**src/hw/gpsds_pkg.sv**
```systemverilog
// Shared constants for the positioning receiver power and data scheduler
package gpsds_pkg;

  // Clock and one-second tick
  localparam int CLK_PERIOD_NS = 10;
  localparam int NS_PER_S = 1_000_000_000;
  localparam int TICK_PERIOD_S = 1;
  localparam int TICK_CYCLES_DEF = TICK_PERIOD_S * (NS_PER_S / CLK_PERIOD_NS);
  localparam int TICK_W = 27;

  // Start-up delay: 50 s to 300 s in 10 s steps, selector 0..25
  localparam logic [8:0] DELAY_MIN_S = 9'h032;
  localparam logic [8:0] DELAY_STEP_S = 9'h00a;
  localparam logic [4:0] DELAY_SEL_MAX = 5'h19;

  // Release window: 1 s to 10 s in 1 s steps
  localparam logic [4:0] WINDOW_MIN_S = 5'h01;
  localparam logic [4:0] WINDOW_MAX_S = 5'h0a;

  // Report period: 1 h to 24 h in 1 h steps
  localparam logic [4:0] PERIOD_MIN_H = 5'h01;
  localparam logic [4:0] PERIOD_MAX_H = 5'h18;
  localparam logic [11:0] SEC_PER_HOUR = 12'he10;

  // Counter widths
  localparam int PHASE_W = 9;
  localparam int CYCLE_W = 17;

  // Serial command codes
  localparam logic [2:0] CMD_POWER_ON = 3'h1;
  localparam logic [2:0] CMD_POWER_OFF = 3'h2;
  localparam logic [2:0] CMD_OUTPUT_OPEN = 3'h3;
  localparam logic [2:0] CMD_MODEM_OPEN = 3'h4;
  localparam logic [2:0] CMD_OUTPUT_CLOSE = 3'h5;

  // Data path
  localparam int DATA_W = 8;
  localparam logic [1:0] FIFO_DEPTH = 2'h2;
  localparam int PORT_EXT = 0;
  localparam int PORT_MODEM = 1;

  // Controller states
  typedef enum logic [2:0] {
    ST_IDLE,
    ST_WAIT_RADIO,
    ST_DELAY,
    ST_WINDOW,
    ST_SLEEP,
    ST_CMD_ON,
    ST_LOCKED
  } gpsds_state_t;

endpackage

```
**src/hw/gpsds_top.sv**
```systemverilog
// Power and data scheduler for an attached positioning receiver
// Functional notes
// Receiver emits one sentence set per second
// Output blocked until start-up delay elapsed
// Start-up delay 50..300 s, 10 s steps
// Release window 1..10 s, 1 s steps
// Window end puts receiver to sleep
// Every wake-up reapplies the full delay
// Active delay plus window, then sleep
// Wake-up postponed while radio is busy
// Report period 1..24 h, hourly steps
// Five serial commands are accepted
// Power-on keeps output closed until opened
// Power-off removes power, position kept
// Output open only while receiver powered
// Firmware version selects modem gating command
// Output close acts only while powered
// Power removal closes the output path
// Open command feeds external port only; old firmware also opens modem
// Modem command forwards data to modem
// Close resumes schedule with fresh timers
// After power-off, stay off until open; power-on command also ends it
// Config flag selects automatic or manual
// Timers count whole seconds from tick
`timescale 1ns/1ps

module gpsds_top
  import gpsds_pkg::*;
#(
  parameter int TICK_CYCLES = TICK_CYCLES_DEF
) (
  input wire logic ref_clk_i,
  input wire logic reset_n_i,
  input wire logic auto_mode_i,
  input wire logic fw_new_i,
  input wire logic radio_busy_i,
  input wire logic [4:0] startup_delay_sel_i,
  input wire logic [4:0] output_window_length_i,
  input wire logic [4:0] report_period_i,
  input wire logic cmd_valid_i,
  input wire logic [2:0] cmd_code_i,
  input wire logic rx_valid_i,
  input wire logic [DATA_W-1:0] rx_data_i,
  input wire logic ext_ready_i,
  input wire logic modem_ready_i,
  output logic rx_ready_o,
  output logic ext_valid_o,
  output logic [DATA_W-1:0] ext_data_o,
  output logic modem_valid_o,
  output logic [DATA_W-1:0] modem_data_o,
  output logic receiver_power_o,
  output logic ext_gate_o,
  output logic modem_gate_o,
  output logic power_lock_o
);

  // Clamp a 5-bit setting into its legal range
  function automatic logic [4:0] clamp5(input logic [4:0] v, input logic [4:0] lo,
                                        input logic [4:0] hi);
    clamp5 = (v < lo) ? lo : ((v > hi) ? hi : v);
  endfunction

  // Busy pin comes from the radio side, so it is synchronised
  logic busy_meta;
  logic busy_sync;
  always_ff @(posedge ref_clk_i or negedge reset_n_i) begin
    if (!reset_n_i) begin
      busy_meta <= 1'b0;
      busy_sync <= 1'b0;
    end else begin
      busy_meta <= radio_busy_i;
      busy_sync <= busy_meta;
    end
  end

  // delay setting decode
  wire [4:0] delay_sel = (startup_delay_sel_i > DELAY_SEL_MAX) ? DELAY_SEL_MAX
                                                               : startup_delay_sel_i;
  wire [PHASE_W-1:0] delay_s = DELAY_MIN_S + PHASE_W'(delay_sel * DELAY_STEP_S);
  // window setting decode
  wire [PHASE_W-1:0] window_s = PHASE_W'(clamp5(output_window_length_i, WINDOW_MIN_S,
                                                WINDOW_MAX_S));
  // report period decode
  wire [4:0] period_h = clamp5(report_period_i, PERIOD_MIN_H, PERIOD_MAX_H);
  // Widen both factors first: a full day of seconds overflows the 12-bit hour constant
  wire [CYCLE_W-1:0] period_s = CYCLE_W'(period_h) * CYCLE_W'(SEC_PER_HOUR);

  // command decode
  wire cmd_on = cmd_valid_i && (cmd_code_i == CMD_POWER_ON);
  wire cmd_off = cmd_valid_i && (cmd_code_i == CMD_POWER_OFF);
  wire cmd_open = cmd_valid_i && (cmd_code_i == CMD_OUTPUT_OPEN);
  wire cmd_modem = cmd_valid_i && (cmd_code_i == CMD_MODEM_OPEN);
  wire cmd_close = cmd_valid_i && (cmd_code_i == CMD_OUTPUT_CLOSE);

  gpsds_state_t state;
  gpsds_state_t next_state;
  logic power;
  logic ext_open;
  logic modem_open;
  logic next_power;
  logic next_ext_open;
  logic next_modem_open;
  logic restart;
  logic [TICK_W-1:0] tick_cnt;
  logic tick;
  logic [PHASE_W-1:0] phase_cnt;
  logic [CYCLE_W-1:0] cycle_cnt;

  wire phase_last_delay = tick && (phase_cnt == delay_s - PHASE_W'(1));
  wire phase_last_window = tick && (phase_cnt == window_s - PHASE_W'(1));
  wire cycle_last = tick && (cycle_cnt == period_s - CYCLE_W'(1));
  wire in_schedule = (state == ST_WAIT_RADIO) || (state == ST_DELAY) ||
                     (state == ST_WINDOW) || (state == ST_SLEEP);

  // one-second tick; restart aligns seconds to a wake-up
  always_ff @(posedge ref_clk_i or negedge reset_n_i) begin
    if (!reset_n_i) begin
      tick_cnt <= '0;
      tick <= 1'b0;
    end else if (restart || tick_cnt == TICK_W'(TICK_CYCLES - 1)) begin
      tick_cnt <= '0;
      tick <= !restart;
    end else begin
      tick_cnt <= tick_cnt + TICK_W'(1);
      tick <= 1'b0;
    end
  end

  // Schedule and command sequencing; commands take priority over the schedule
  always_comb begin
    next_state = state;
    next_power = power;
    next_ext_open = ext_open;
    next_modem_open = modem_open;
    restart = 1'b0;
    unique case (state)
      ST_IDLE: begin
        // automatic mode starts the schedule
        if (auto_mode_i) begin
          next_state = ST_WAIT_RADIO;
        end
      end
      ST_WAIT_RADIO: begin
        // hold wake-up while radio busy
        if (!busy_sync) begin
          next_state = ST_DELAY;
          next_power = 1'b1;
          restart = 1'b1;
        end
      end
      ST_DELAY: begin
        // output stays blocked during delay
        if (phase_last_delay) begin
          next_state = ST_WINDOW;
        end
      end
      ST_WINDOW: begin
        // window end sleeps receiver
        if (phase_last_window) begin
          next_state = ST_SLEEP;
          next_power = 1'b0;
        end
      end
      ST_SLEEP: begin
        // sleep for rest of cycle
        if (cycle_last) begin
          next_state = ST_WAIT_RADIO;
        end
      end
      ST_CMD_ON, ST_LOCKED: begin
        next_state = state;
      end
    endcase
    // manual mode leaves the schedule
    if (!auto_mode_i && in_schedule) begin
      next_state = ST_IDLE;
      next_power = 1'b0;
    end
    // power on with output closed
    if (cmd_on) begin
      next_power = 1'b1;
      next_ext_open = 1'b0;
      next_modem_open = 1'b0;
      next_state = ST_CMD_ON;
    end
    // power off, lock until open or power-on
    if (cmd_off) begin
      next_power = 1'b0;
      next_ext_open = 1'b0;
      next_modem_open = 1'b0;
      next_state = ST_LOCKED;
    end
    // open only when powered
    if (cmd_open && power) begin
      next_ext_open = 1'b1;
      // old firmware gates modem here
      next_modem_open = !fw_new_i;
      next_state = ST_CMD_ON;
    end else if (cmd_open && state == ST_LOCKED) begin
      // open command releases the lock
      next_state = ST_IDLE;
    end
    // modem forwarding, new firmware only
    if (cmd_modem && power && fw_new_i) begin
      next_modem_open = 1'b1;
      next_ext_open = 1'b0;
      next_state = ST_CMD_ON;
    end
    // close acts only while powered
    if (cmd_close && power) begin
      next_ext_open = 1'b0;
      next_modem_open = 1'b0;
      // resume schedule from fresh timers
      next_state = auto_mode_i ? ST_WAIT_RADIO : ST_CMD_ON;
    end
    // no power means closed path
    if (!next_power) begin
      next_ext_open = 1'b0;
      next_modem_open = 1'b0;
    end
  end

  // Controller state and gate registers
  always_ff @(posedge ref_clk_i or negedge reset_n_i) begin
    if (!reset_n_i) begin
      state <= ST_IDLE;
      power <= 1'b0;
      ext_open <= 1'b0;
      modem_open <= 1'b0;
    end else begin
      state <= next_state;
      power <= next_power;
      ext_open <= next_ext_open;
      modem_open <= next_modem_open;
    end
  end

  // every wake-up restarts phase timing
  always_ff @(posedge ref_clk_i or negedge reset_n_i) begin
    if (!reset_n_i) begin
      phase_cnt <= '0;
      cycle_cnt <= '0;
    end else if (restart || next_state != state) begin
      phase_cnt <= '0;
      cycle_cnt <= restart ? '0 : cycle_cnt + CYCLE_W'(tick);
    end else if (tick) begin
      phase_cnt <= phase_cnt + PHASE_W'(1);
      cycle_cnt <= cycle_cnt + CYCLE_W'(1);
    end
  end

  // window or open command feeds the external port
  wire next_ext_gate = next_power && (next_ext_open || next_state == ST_WINDOW);
  // automatic reports and the modem command feed the modem
  wire next_modem_gate = next_power && (next_modem_open || next_state == ST_WINDOW);

  // Status outputs, registered
  always_ff @(posedge ref_clk_i or negedge reset_n_i) begin
    if (!reset_n_i) begin
      receiver_power_o <= 1'b0;
      ext_gate_o <= 1'b0;
      modem_gate_o <= 1'b0;
      power_lock_o <= 1'b0;
    end else begin
      receiver_power_o <= next_power;
      ext_gate_o <= next_ext_gate;
      modem_gate_o <= next_modem_gate;
      power_lock_o <= (next_state == ST_LOCKED);
    end
  end

  // Two-entry buffer between the receiver and the output ports
  logic [DATA_W-1:0] fifo_mem [2];
  logic wr_ptr;
  logic rd_ptr;
  logic [1:0] count;
  logic [1:0] out_valid;
  logic [DATA_W-1:0] out_data [2];
  wire [1:0] out_gate = {modem_gate_o, ext_gate_o};
  wire [1:0] out_ready = {modem_ready_i, ext_ready_i};
  wire [1:0] out_free = ~out_valid | out_ready;
  wire push = rx_valid_i && rx_ready_o;
  // A word leaves only when every open port can take it; closed ports drop it
  wire pop = (count != 2'h0) && ((out_free | ~out_gate) == 2'h3);
  wire [1:0] next_count = count + 2'(push) - 2'(pop);
  wire [DATA_W-1:0] head = fifo_mem[rd_ptr];

  // Ready is registered from the next fill level, so a full buffer stalls the source
  always_ff @(posedge ref_clk_i or negedge reset_n_i) begin
    if (!reset_n_i) begin
      wr_ptr <= 1'b0;
      rd_ptr <= 1'b0;
      count <= 2'h0;
      rx_ready_o <= 1'b0;
    end else begin
      wr_ptr <= wr_ptr ^ push;
      rd_ptr <= rd_ptr ^ pop;
      count <= next_count;
      rx_ready_o <= (next_count != FIFO_DEPTH);
    end
  end

  // Storage needs no reset; only valid bits matter
  always_ff @(posedge ref_clk_i) begin
    if (push) begin
      fifo_mem[wr_ptr] <= rx_data_i;
    end
  end

  // Output stage per port; holds until the sink accepts
  for (genvar p = 0; p < 2; p++) begin : g_out
    always_ff @(posedge ref_clk_i or negedge reset_n_i) begin
      if (!reset_n_i) begin
        out_valid[p] <= 1'b0;
        out_data[p] <= '0;
      end else if (pop && out_gate[p]) begin
        out_valid[p] <= 1'b1;
        out_data[p] <= head;
      end else if (out_ready[p]) begin
        out_valid[p] <= 1'b0;
      end
    end
  end

  assign ext_valid_o = out_valid[PORT_EXT];
  assign ext_data_o = out_data[PORT_EXT];
  assign modem_valid_o = out_valid[PORT_MODEM];
  assign modem_data_o = out_data[PORT_MODEM];

endmodule // gpsds_top

```
**config.mk**
```make
export PLATFORM = sky130hd
export DESIGN_NAME = gpsds_top
export DESIGN_NICKNAME = d
export VERILOG_FILES = /design/src/hw/gpsds_pkg.sv /design/src/hw/gpsds_top.sv
export SDC_FILE = /design/constraint.sdc
export NUM_CORES = 1
export LEC_CHECK = 0
export BUFFER_PORTS_ARGS = -buffer_cell sky130_fd_sc_hd__buf_2
export CORE_ASPECT_RATIO = 1.4
export CORE_MARGIN = 5
export CORE_UTILIZATION = 55
export DETAILED_ROUTE_END_ITERATION = 6
export PLACE_DENSITY = 0.74
export SETUP_SLACK_MARGIN = 0.02
export SLEW_MARGIN = 20
export SYNTH_ARGS = -nofsm -noshare
export SYNTH_HDL_FRONTEND = slang
export SYNTH_SLANG_ARGS = --single-unit
export TNS_END_PERCENT = 30
```
**constraint.sdc**
```tcl
create_clock -name ref_clk_i -period 7 [get_ports ref_clk_i]
set_input_delay 0.35 -clock ref_clk_i [delete_from_list [all_inputs] [get_ports ref_clk_i]]
set_output_delay 0.35 -clock ref_clk_i [all_outputs]
set_load 0.03 [all_outputs]
```
==> results of run 1 <==
==> state kept, by name, summed over array words and instances (netlist names), 2 cells and up <==
name / cells
fifo_mem: 16
state: 3
tick_cnt: 27
cycle_cnt: 17
modem_data_o: 8
phase_cnt: 9
ext_data_o: 8
count: 2
==> power groups by stage <==
stage,combinational (mW),sequential (mW),clock (mW)
finish,0.828,0.821,0.495
floorplan,0.634,0.834,0
CTS,0.830,0.821,0.505
global placement,0.794,0.825,0
global route,0.919,0.838,0.526
detailed placement,0.823,0.831,0
==> per-stage QoR <==
step           area (µm²)  setup slack [ps]  hold slack, ps  cells
2_1_floorplan        6980              1670            54.4    743
3_3_place_gp         7320               907             307    920
3_5_place_dp         7320               686             317    920
4_1_cts              7610              1020            92.3    937
5_1_grt              7610               566            96.1    937
6_report             7610              1000             101    937
==> cells in the final DEF, fill, tap and decap left out, types with 30 or more instances in the layout <==
| cell type | n |
|---|---|
| nand3_1 | 30 |
| dfrtp_1 | 88 |
| nand2_1 | 67 |
| o21ai_0 | 51 |
| xnor2_1 | 31 |
| nor2_1 | 66 |
| ha_1 | 40 |
| xor2_1 | 35 |
| buf_2 | 56 |
| inv_1 | 31 |
==> final timing paths <==
path / startpoint / endpoint / slack [ps]
max in group asynchronous: reset_n_i / cycle_cnt[7] / 5430
worst max-delay path: report_period_i[4] / cycle_cnt[2] / 1000
min in group asynchronous: reset_n_i / tick_cnt[15] / 470
worst max register to register: phase_cnt[0] / cycle_cnt[4] / 2990
worst min-delay path: radio_busy_i / busy_meta / 100
worst min register to register: busy_meta / busy_sync / 350
==> repair_timing <==
action,4_1_cts,5_1_grt
hold buffers,1,0
endpoints found under the hold margin,32,0
resized for setup,0,0
==> logic make-up (layout without fill, tap and decap cells) <==
family,after synthesis,in the layout,synth area share
buffers and inverters,65,109,0.0402
flip-flops,104,104,0.384
AND/OR/NAND/NOR,288,288,0.217
XOR/XNOR,69,69,0.0916
multiplexers,15,15,0.0224
adder cells (fa/ha/maj),45,45,0.0846
AO/OA/AOI/OAI,157,157,0.160
==> layout make-up <==
type | instances | area (µm²)
clock buffer | 10 | 229
clock inverter | 6 | 60.1
fill | 1040 | 4760
inverter | 33 | 126
multi-input combinational | 574 | 4020
sequential | 104 | 2680
tap | 150 | 188
timing repair buffer | 60 | 313
==> worst max-delay path, stage by stage <==
cell and delay (ps):
buf_2 150, inv_1 160, ha_1 230, or4b_4 500
nand2_1 110, nor2_1 60, nand2_1 160, fa_1 450
inv_1 80, ha_1 230, ha_1 290, ha_1 330
nor2_1 70, nor3b_1 400, o22ai_1 180, xnor2_1 350
o221ai_1 230, a2111oi_2 650, a211oi_2 250, o31ai_4 280
buf_4 340, nor2_1 60, a211oi_1 240, a31oi_1 60
==> layer usage <==
metal	up-vias	GRT usage	wire (µm)
li1	2749	-	-
met1	2794	0.259	6500
met2	126	0.369	8100
met3	19	0.0294	546
met4	0	0.0620	255
met5	-	0	0
==> out/summary.txt, run 1 <==
run status -> finished, final reports clean
chip width -> 105 µm
GR Util All Layers -> 0.207
Pwr Total -> 2.14 mW
via/cell ratio -> 6.07
final core occ -> 0.615
post-synthesis async set-or-reset flop share -> 0.846
Crit path required time -> 7220 ps
share of cells above drive strength 1 -> 0.125
nets -> 861
WHS Path Cells -> 1
grt ovf -> 0
most numerous cell in the Yosys netlist -> dfrtp_1
vias post-DR -> 5688
I/O Buffers -> 57
Rows -> 48
ANT nets after route -> 0
VDD IR max -> 0.161 mV
clk_lat worst skew -> 350 ps
worst setup path class -> primary input to register
Yosys warnings -> 0
worst r2r path cells -> 12
CTS Buf Count -> 9
unrepaired setup endpoints after global routing -> no
post-synth net total -> 822
Post-synth EDFFs -> 16
Worst Setup End Kind -> register
Final setup viols -> 0
Core ar. -> 12400 µm²
synthesized flop and latch total -> 104
DR pass1 iterations -> 5
die area -> 15100 µm²
DP Wirelength -> 11.6 mm
Arr. time, crit path -> 6220 ps
Period minus WS final -> 6000 ps
Remaining DRCs -> 0
Yosys top cell area share -> 0.316
switching pwr -> 0.867 mW
Avg Inst Size Synth -> 9.39 µm²
Leakage -> 3.43 nW
Int Power -> 1.28 mW
Power Density -> 282 nW/µm²
Synth Flop Type -> dfrtp_1
Routed WL per cell -> 16.4 µm
post-synthesis sequential area ratio -> 0.384
Routed Wire Length -> 15.4 mm
Post-synth top cells -> 88 x dfrtp_1, 67 x nand2_1, 66 x nor2_1, 51 x o21ai_0, 40 x ha_1
largest net degree at the start of global routing -> 57
Worst-Margin Slew -> 918 ps
CTS tree -> done
TritonCTS Sinks -> 104
crit path max fanout -> 20
# Max-Cap Violations -> 0
first-pass GRT wire length -> 26.0 mm
slew margin rel. -> 0.383
Synth Instances -> 743
logic gate share of total power -> 0.386
Inserted Diodes -> 0
initial antenna violation count -> 0
final max-slew violation count -> 0
CTS Buffer Depth -> 2
GPL Wtd Cong -> 0.890
Seq pwr share -> 0.383
largest area contributor in the netlist -> dfrtp_1
setup tns final -> 0 ps
Area Growth Syn to Fin -> 9.11%
fmax -> 0.167 GHz
Post-Syn Area -> 6980 µm²
# Post-CTS Setup Buffers -> 0
DRT iter0 DRCs -> 320
Clock Power Share -> 0.231
Hold WC Path Type -> primary input to register
root buf cell -> clkbuf_16
Net Sw Frac -> 0.405
Initial Util -> 0.564
chip height -> 143 µm
H-tree depth -> 3
Max Clock Skew -> 9.88 ps
vias in the first global route -> 5489
CP startpoint kind -> primary input
top cells by area, synth -> dfrtp_1 32%, ha_1 7.2%, edfxtp_1 6.9%
Final period util -> 0.857
Fin. Hold Viols -> 0
Top-Level Pins -> 58
count of different cell masters after synthesis -> 87
Clock Pin Slew Worst Setup and Hold Paths -> 80 ps
Note: power is estimated with default switching activity, not from simulation.
==> inputs of run 2 (changes only) <==
--- a/config.mk
+++ b/config.mk
@@ -8,9 +8,9 @@
 export BUFFER_PORTS_ARGS = -buffer_cell sky130_fd_sc_hd__buf_2
 export CORE_ASPECT_RATIO = 1.4
 export CORE_MARGIN = 5
-export CORE_UTILIZATION = 55
+export CORE_UTILIZATION = 60
 export DETAILED_ROUTE_END_ITERATION = 6
-export PLACE_DENSITY = 0.74
+export PLACE_DENSITY = 0.8
 export SETUP_SLACK_MARGIN = 0.02
 export SLEW_MARGIN = 20
 export SYNTH_ARGS = -nofsm -noshare
==> run 2 against run 1 <==
- final cell count down 0.64%
- largest cell class unchanged
- hold slack better by 0.94 ps
- maximum frequency up 1.3%
==> out/summary.txt, run 2 (synthesized netlist as in run 1, its figures left out) <==
run status -> finished, final reports clean
Area Growth Syn to Fin -> 9.30%
Initial Util -> 0.612 (+0.0483)
I/O Buffers -> 57 (unchanged)
Core ar. -> 11400 µm² (-7.9%)
CP startpoint kind -> primary input
slew margin rel. -> 0.387 (+0.00384)
ANT nets after route -> 0 (unchanged)
final max-slew violation count -> 0 (unchanged)
GR Util All Layers -> 0.226 (+0.0191)
Largest regs -> tick_cnt: 27 flops, cycle_cnt: 17 flops, fifo_mem: 16 flops
CTS tree -> done
Final setup viols -> 0 (unchanged)
vias in the first global route -> 5673 (+3.4%)
Largest Register -> tick_cnt
setup tns final -> 0 ps (unchanged)
# Max-Cap Violations -> 0 (unchanged)
share of cells above drive strength 1 -> 0.125 (unchanged)
vias post-DR -> 5696 (+0.14%)
sequential cell area -> 2680 µm² (unchanged)
H-tree depth -> 3 (unchanged)
Hold WC Path Type -> primary input to register
unrepaired setup endpoints after global routing -> no
crit path max fanout -> 20 (unchanged)
DP Wirelength -> 11.2 mm (-3.5%)
DR pass1 iterations -> 6 (+1)
Worst Setup End Kind -> register
Max stage delay on crit path -> 760 ps (+110 ps)
Max Clock Skew -> 9.57 ps (-0.312 ps)
Arr. time, crit path -> 6140 ps (-80 ps)
Top-Level Pins -> 58 (unchanged)
chip width -> 101 µm (-3.9%)
largest net degree at the start of global routing -> 88 (+54%)
fin area -> 7630 µm² (+0.18%)
Fin. Hold Viols -> 0 (unchanged)
chip height -> 138 µm (-4.0%)
CTS Buffer Depth -> 2 (unchanged)
slowest CP cell -> o31ai_4
Remaining DRCs -> 0 (unchanged)
via/cell ratio -> 6.12 (+0.79%)
area of the multi-input gates -> 4020 µm² (unchanged)
initial antenna violation count -> 0 (unchanged)
Routed WL per cell -> 16.3 µm (-0.75%)
root buf cell -> clkbuf_16
cell count after placement -> 914 (-0.65%)
cell breakdown of the critical path -> buf_2, inv_1, ha_1, or4b_4, nand2_1, nor2_1, nand2_1, fa_1, inv_1, ha_1, ha_1, ha_1, nor2_1, nor3b_1, nor2_1, or3b_1, xnor2_2, nor4_1, a2111oi_2, o31ai_4, buf_4, nor2_1, a211oi_1, a31oi_1
most common cell after layout, fill and taps aside -> dfrtp_1
placed standard-cell area -> 7310 µm² (-0.10%)
worst setup path class -> primary input to register
Period minus WS final -> 5920 ps (-78.4 ps)
DRT iter0 DRCs -> 304 (-5.0%)
Final period util -> 0.846 (-0.0112)
CTS Buf Count -> 9 (unchanged)
Clock Pin Slew Worst Setup and Hold Paths -> 70 ps (about the same)
highest-count cells in the layout ignoring fill and taps -> 88 x dfrtp_1, 67 x nand2_1, 66 x nor2_1, 56 x buf_2, 51 x o21ai_0
grt ovf -> 0 (unchanged)
max FFs per register -> 27 (unchanged)
Leakage -> 3.44 nW (+0.13%)
Crit path required time -> 7220 ps (about the same)
TritonCTS Sinks -> 104 (unchanged)
die area -> 13900 µm² (-7.7%)
Inserted Diodes -> 0 (unchanged)
GPL Wtd Cong -> 0.888 (-0.24%)
Final Non-Filler Cells -> 931 (-0.64%)
Worst-Margin Slew -> 912 ps (-5.71 ps)
VDD IR max -> 0.165 mV (+2.6%)
post-cts resize count -> 0 (unchanged)
fmax -> 0.169 GHz (+1.3%)
Rows -> 46 (-4.2%)
clk_lat worst skew -> 350 ps (about the same)
Power Density -> 284 nW/µm² (+0.80%)
layout filler cell count -> 896 (-14%)
Routed Wire Length -> 15.2 mm (-1.4%)
nets -> 861 (unchanged)
first-pass GRT wire length -> 25.7 mm (-1.1%)
## run 2: changes by cell type in the layout (fill, tap and decap cells not counted)
cell        delta
buf_6          +1
inv_8          -1
buf_4          -1
bufinv_16      +1
clkinv_4       +1
inv_6          -2
clkinvlp_4     +1
## run 2: critical path, delay by kind of cell
| family | cells | cell delay (ps) |
|---|---|---|
| AOI/OAI and AO/OA | 4 | 1210 |
| xor gates and xnor gates | 1 | 170 |
| adders and majority gates | 5 | 1520 |
| buffers and inverters | 4 | 730 |
| and+or+nand+nor | 10 | 2150 |
## run 2: path summary, 6_finish.rpt
kind	to	depth (start not counted)	start	slack, ps
max in group asynchronous	cycle_cnt[12]	3	reset_n_i	5760
max	cycle_cnt[2]	24	report_period_i[4]	1080
max reg2reg	cycle_cnt[4]	12	phase_cnt[0]	3030
min reg2reg	busy_sync	0	busy_meta	360
min in group asynchronous	tick_cnt[16]	2	reset_n_i	320
min	busy_meta	1	radio_busy_i	100
## run 2: area by class of cell
cell class,instances,share of cell area
Multi-Input combinational cell,574,0.526
Sequential cell,104,0.352
Timing Repair Buffer,60,0.0415
Clock buffer,10,0.0300
Tap cell,144,0.0236
Inverter,33,0.0166
Clock inverter,6,0.0102
## run 2: routing by layer
| layer | up-vias | wire length [µm] | GRT usage |
|---|---|---|---|
| met5 | - | 0 | 0 |
| met4 | 0 | 246 | 0.0702 |
| met3 | 20 | 708 | 0.0334 |
| met2 | 169 | 7930 | 0.406 |
| met1 | 2742 | 6300 | 0.278 |
| li1 | 2765 | - | - |
## run 2: repair_timing
item,CTS,global route
endpoints found under the hold margin,1,0
hold buffers,1,0
setup buffers,0,0
setup endpoints to repair,0,0
## run 2: power by group
part           switching, mW  internal [mW]  leakage (nW)
clock network          0.233          0.284         0.147
registers              0.106          0.713          1.34
logic                  0.518          0.311          1.95
total                  0.857           1.31          3.44
## run 2: metrics by stage
step                setup WS [ps]  total power [mW]  hold WS (ps)  utilization
floorplan                    1670              1.47          54.4            -
global placement              925              1.61           131        0.641
detailed placement            767              1.65           132        0.641
CTS                          1100              2.17          97.9        0.669
global route                  493              2.30          99.9        0.669
finish                       1080              2.17           102        0.669
==> inputs of run 3 (changes only) <==
--- a/config.mk
+++ b/config.mk
@@ -8,9 +8,9 @@
 export BUFFER_PORTS_ARGS = -buffer_cell sky130_fd_sc_hd__buf_2
 export CORE_ASPECT_RATIO = 1.4
 export CORE_MARGIN = 5
-export CORE_UTILIZATION = 60
+export CORE_UTILIZATION = 55
 export DETAILED_ROUTE_END_ITERATION = 6
-export PLACE_DENSITY = 0.8
+export PLACE_DENSITY = 0.77
 export SETUP_SLACK_MARGIN = 0.02
 export SLEW_MARGIN = 20
 export SYNTH_ARGS = -nofsm -noshare
==> constraint.sdc (replaced) <==
create_clock -name ref_clk_i -period 4.74 [get_ports ref_clk_i]
set_input_delay 0.237 -clock ref_clk_i [delete_from_list [all_inputs] [get_ports ref_clk_i]]
set_output_delay 0.237 -clock ref_clk_i [all_outputs]
set_load 0.03 [all_outputs]
==> run 3 against run 2 <==
- the flow now finishes with violations (negative hold slack, negative setup slack)
- register-to-register slack got worse by 2000 ps
- wire length increased by 14%
- first-iteration DRC count decreased by 3.0%
- utilization increased by 1.8 points
- critical endpoint is now cycle_cnt[16]
- highest routed layer unchanged
==> out/summary.txt, run 3 (synthesized netlist as in run 1, its figures left out) <==
root buf cell -> clkbuf_16
Routed Wire Length -> 17.4 mm (+14%)
layout filler cell count -> 930 (+3.8%)
placed standard-cell area -> 7900 µm² (+8.1%)
via/cell ratio -> 6.00 (-1.9%)
Core ar. -> 12400 µm² (+8.6%)
Inserted Diodes -> 0 (unchanged)
failing checks -> negative hold slack, negative setup slack
GPL Wtd Cong -> 0.911 (+2.6%)
sequential cell area -> 2680 µm² (unchanged)
I/O Buffers -> 57 (unchanged)
CTS Buf Count -> 9 (unchanged)
slew margin rel. -> 0.455 (+0.0679)
fmax -> 0.207 GHz
Initial Util -> 0.564 (-0.0483)
Largest regs -> tick_cnt: 27 flops, cycle_cnt: 17 flops, fifo_mem: 16 flops
Period minus WS final -> 4820 ps
nets -> 922 (+7.1%)
CTS tree -> done
CTS Buffer Depth -> 2 (unchanged)
Leakage -> 3.79 nW (+10%)
unrepaired setup endpoints after global routing -> yes
vias post-DR -> 5991 (+5.2%)
worst r2r path cells -> 11 (-1)
Routed WL per cell -> 17.4 µm (+6.7%)
grt ovf -> 0 (unchanged)
vias in the first global route -> 6206 (+9.4%)
CP startpoint kind -> primary input
Clock Pin Slew Worst Setup and Hold Paths -> 80 ps (about the same)
clk_lat worst skew -> 350 ps (about the same)
Worst Setup End Kind -> register
setup ws final -> -80.2 ps (-1160 ps)
chip width -> 105 µm (+4.0%)
DRT iter0 DRCs -> 295 (-3.0%)
crit path max fanout -> 4 (-80%)
GR Util All Layers -> 0.233 (+0.00732)
Area Growth Syn to Fin -> 21.9%
ANT nets after route -> 0 (unchanged)
die area -> 15100 µm² (+8.3%)
DP Wirelength -> 12.7 mm (+13%)
run status -> finished, violations left
Power Density -> 433 nW/µm² (+53%)
area of the multi-input gates -> 4390 µm² (+9.4%)
most common cell after layout, fill and taps aside -> dfrtp_1
Rows -> 48 (+4.3%)
final max-slew violation count -> 0 (unchanged)
H-tree depth -> 3 (unchanged)
share of cells above drive strength 1 -> 0.242 (+0.117)
Final period util -> 1.02
Fin. Hold Viols -> 88 (+88)
WHS -> -67.4 ps (-169 ps)
chip height -> 143 µm (+4.1%)
Arr. time, crit path -> 5080 ps (-1060 ps)
Crit path required time -> 5000 ps (-2220 ps)
Final setup viols -> 10 (+10)
max FFs per register -> 27 (unchanged)
pre-CTS setup slack -> -650 ps (-1420 ps)
initial antenna violation count -> 0 (unchanged)
highest-count cells in the layout ignoring fill and taps -> 88 x dfrtp_1, 64 x nand2_1, 63 x nor2_1, 60 x buf_4, 54 x buf_2
Largest Register -> tick_cnt
Top-Level Pins -> 58 (unchanged)
DR pass1 iterations -> 5 (-1)
Max Clock Skew -> 14.0 ps (+4.39 ps)
Remaining DRCs -> 0 (unchanged)
Hold WC Path Type -> primary input to async pin
# Max-Cap Violations -> 0 (unchanged)
TritonCTS Sinks -> 104 (unchanged)
fin area -> 8510 µm² (+11%)
Worst-Margin Slew -> 797 ps (-115 ps)
worst setup path class -> primary input to register
first-pass GRT wire length -> 29.2 mm (+13%)
largest net degree at the start of global routing -> 89 (+1.1%)
VDD IR max -> 0.339 mV (+110%)
## run 3: changes by cell type in the layout (fill, tap and decap cells not counted), moves of 3 or more
cell,previous run,this run
a211oi_1,10,7
and2_1,7,4
and2_4,0,3
buf_4,2,60
buf_6,1,5
ha_1,40,32
ha_4,0,7
inv_1,31,28
nand2_1,67,64
nor2_1,66,63
o21ai_0,51,48
## run 3: critical path, cell delays in order
cell and delay, ps:
buf_8 100, clkinvlp_4 90, ha_4 140, or4b_4 490, nand2_4 100, nor2_4 50, nand2_4 100, fa_1 440
inv_2 80, ha_4 190, ha_4 270, ha_4 210, xor2_4 170, nor4_4 250, o211ai_1 200, nor3b_2 270
nor2_1 120, nor4_4 350, a2111oi_4 140, o31ai_4 330, mux2_4 370, and3_4 190, a211oi_2 190
## run 3: power by group
group	internal [mW]	switching (mW)	leakage (nW)	total, mW
sequential	1.05	0.168	1.34	1.22
clock	0.377	0.377	0.150	0.754
combinational	0.766	0.943	2.31	1.71
## run 3: metrics by stage
stage / hold slack [ps] / std cells / util / TNS (ps) / power (mW)
after floorplan: -58.6 / 743 / - / -88.4 / 2.22
after global placement: 334 / 972 / 0.638 / -6410 / 2.68
after detailed placement: 337 / 972 / 0.638 / -13480 / 2.75
final: -67.4 / 998 / 0.688 / -329 / 3.68
after CTS: 63.9 / 998 / 0.681 / -70.2 / 3.64
after global routing: 24.5 / 998 / 0.688 / -4110 / 3.91
## run 3: layer usage
metal,global-route usage,wire (µm),up-vias
met2,0.434,9530,161
met4,0.0875,364,0
li1,-,-,2877
met3,0.0317,644,34
met5,0,0,-
met1,0.270,6830,2919
## run 3: final timing paths
kind | startpoint | to | slack, ps
worst max-delay path | report_period_i[3] | cycle_cnt[16] | -80
worst min-delay path | reset_n_i | tick_cnt[17] | -70
worst max register to register | phase_cnt[0] | cycle_cnt[16] | 1020
worst min register to register | busy_meta | busy_sync | 360
max in group asynchronous | reset_n_i | ext_data_o[0] | 4260
min in group ref_clk_i | rx_data_i[5] | fifo_mem[1][5] | 70
## run 3: layout make-up
class | instances | share of cell area
Multi-Input combinational cell | 574 | 0.516
Sequential cell | 104 | 0.315
Timing Repair Buffer | 121 | 0.0943
Clock buffer | 9 | 0.0265
Tap cell | 150 | 0.0221
Inverter | 33 | 0.0157
Clock inverter | 7 | 0.00956
## run 3: timing repair
| action | in CTS | in global routing |
|---|---|---|
| setup buffers | 10 | 0 |
| endpoints found under the hold margin | 1 | 0 |
| hold buffers | 1 | 0 |
| pin swaps | 13 | 6 |
| endpoints found under the setup margin | 26 | 30 |
| gates resized for setup | 26 | 19 |
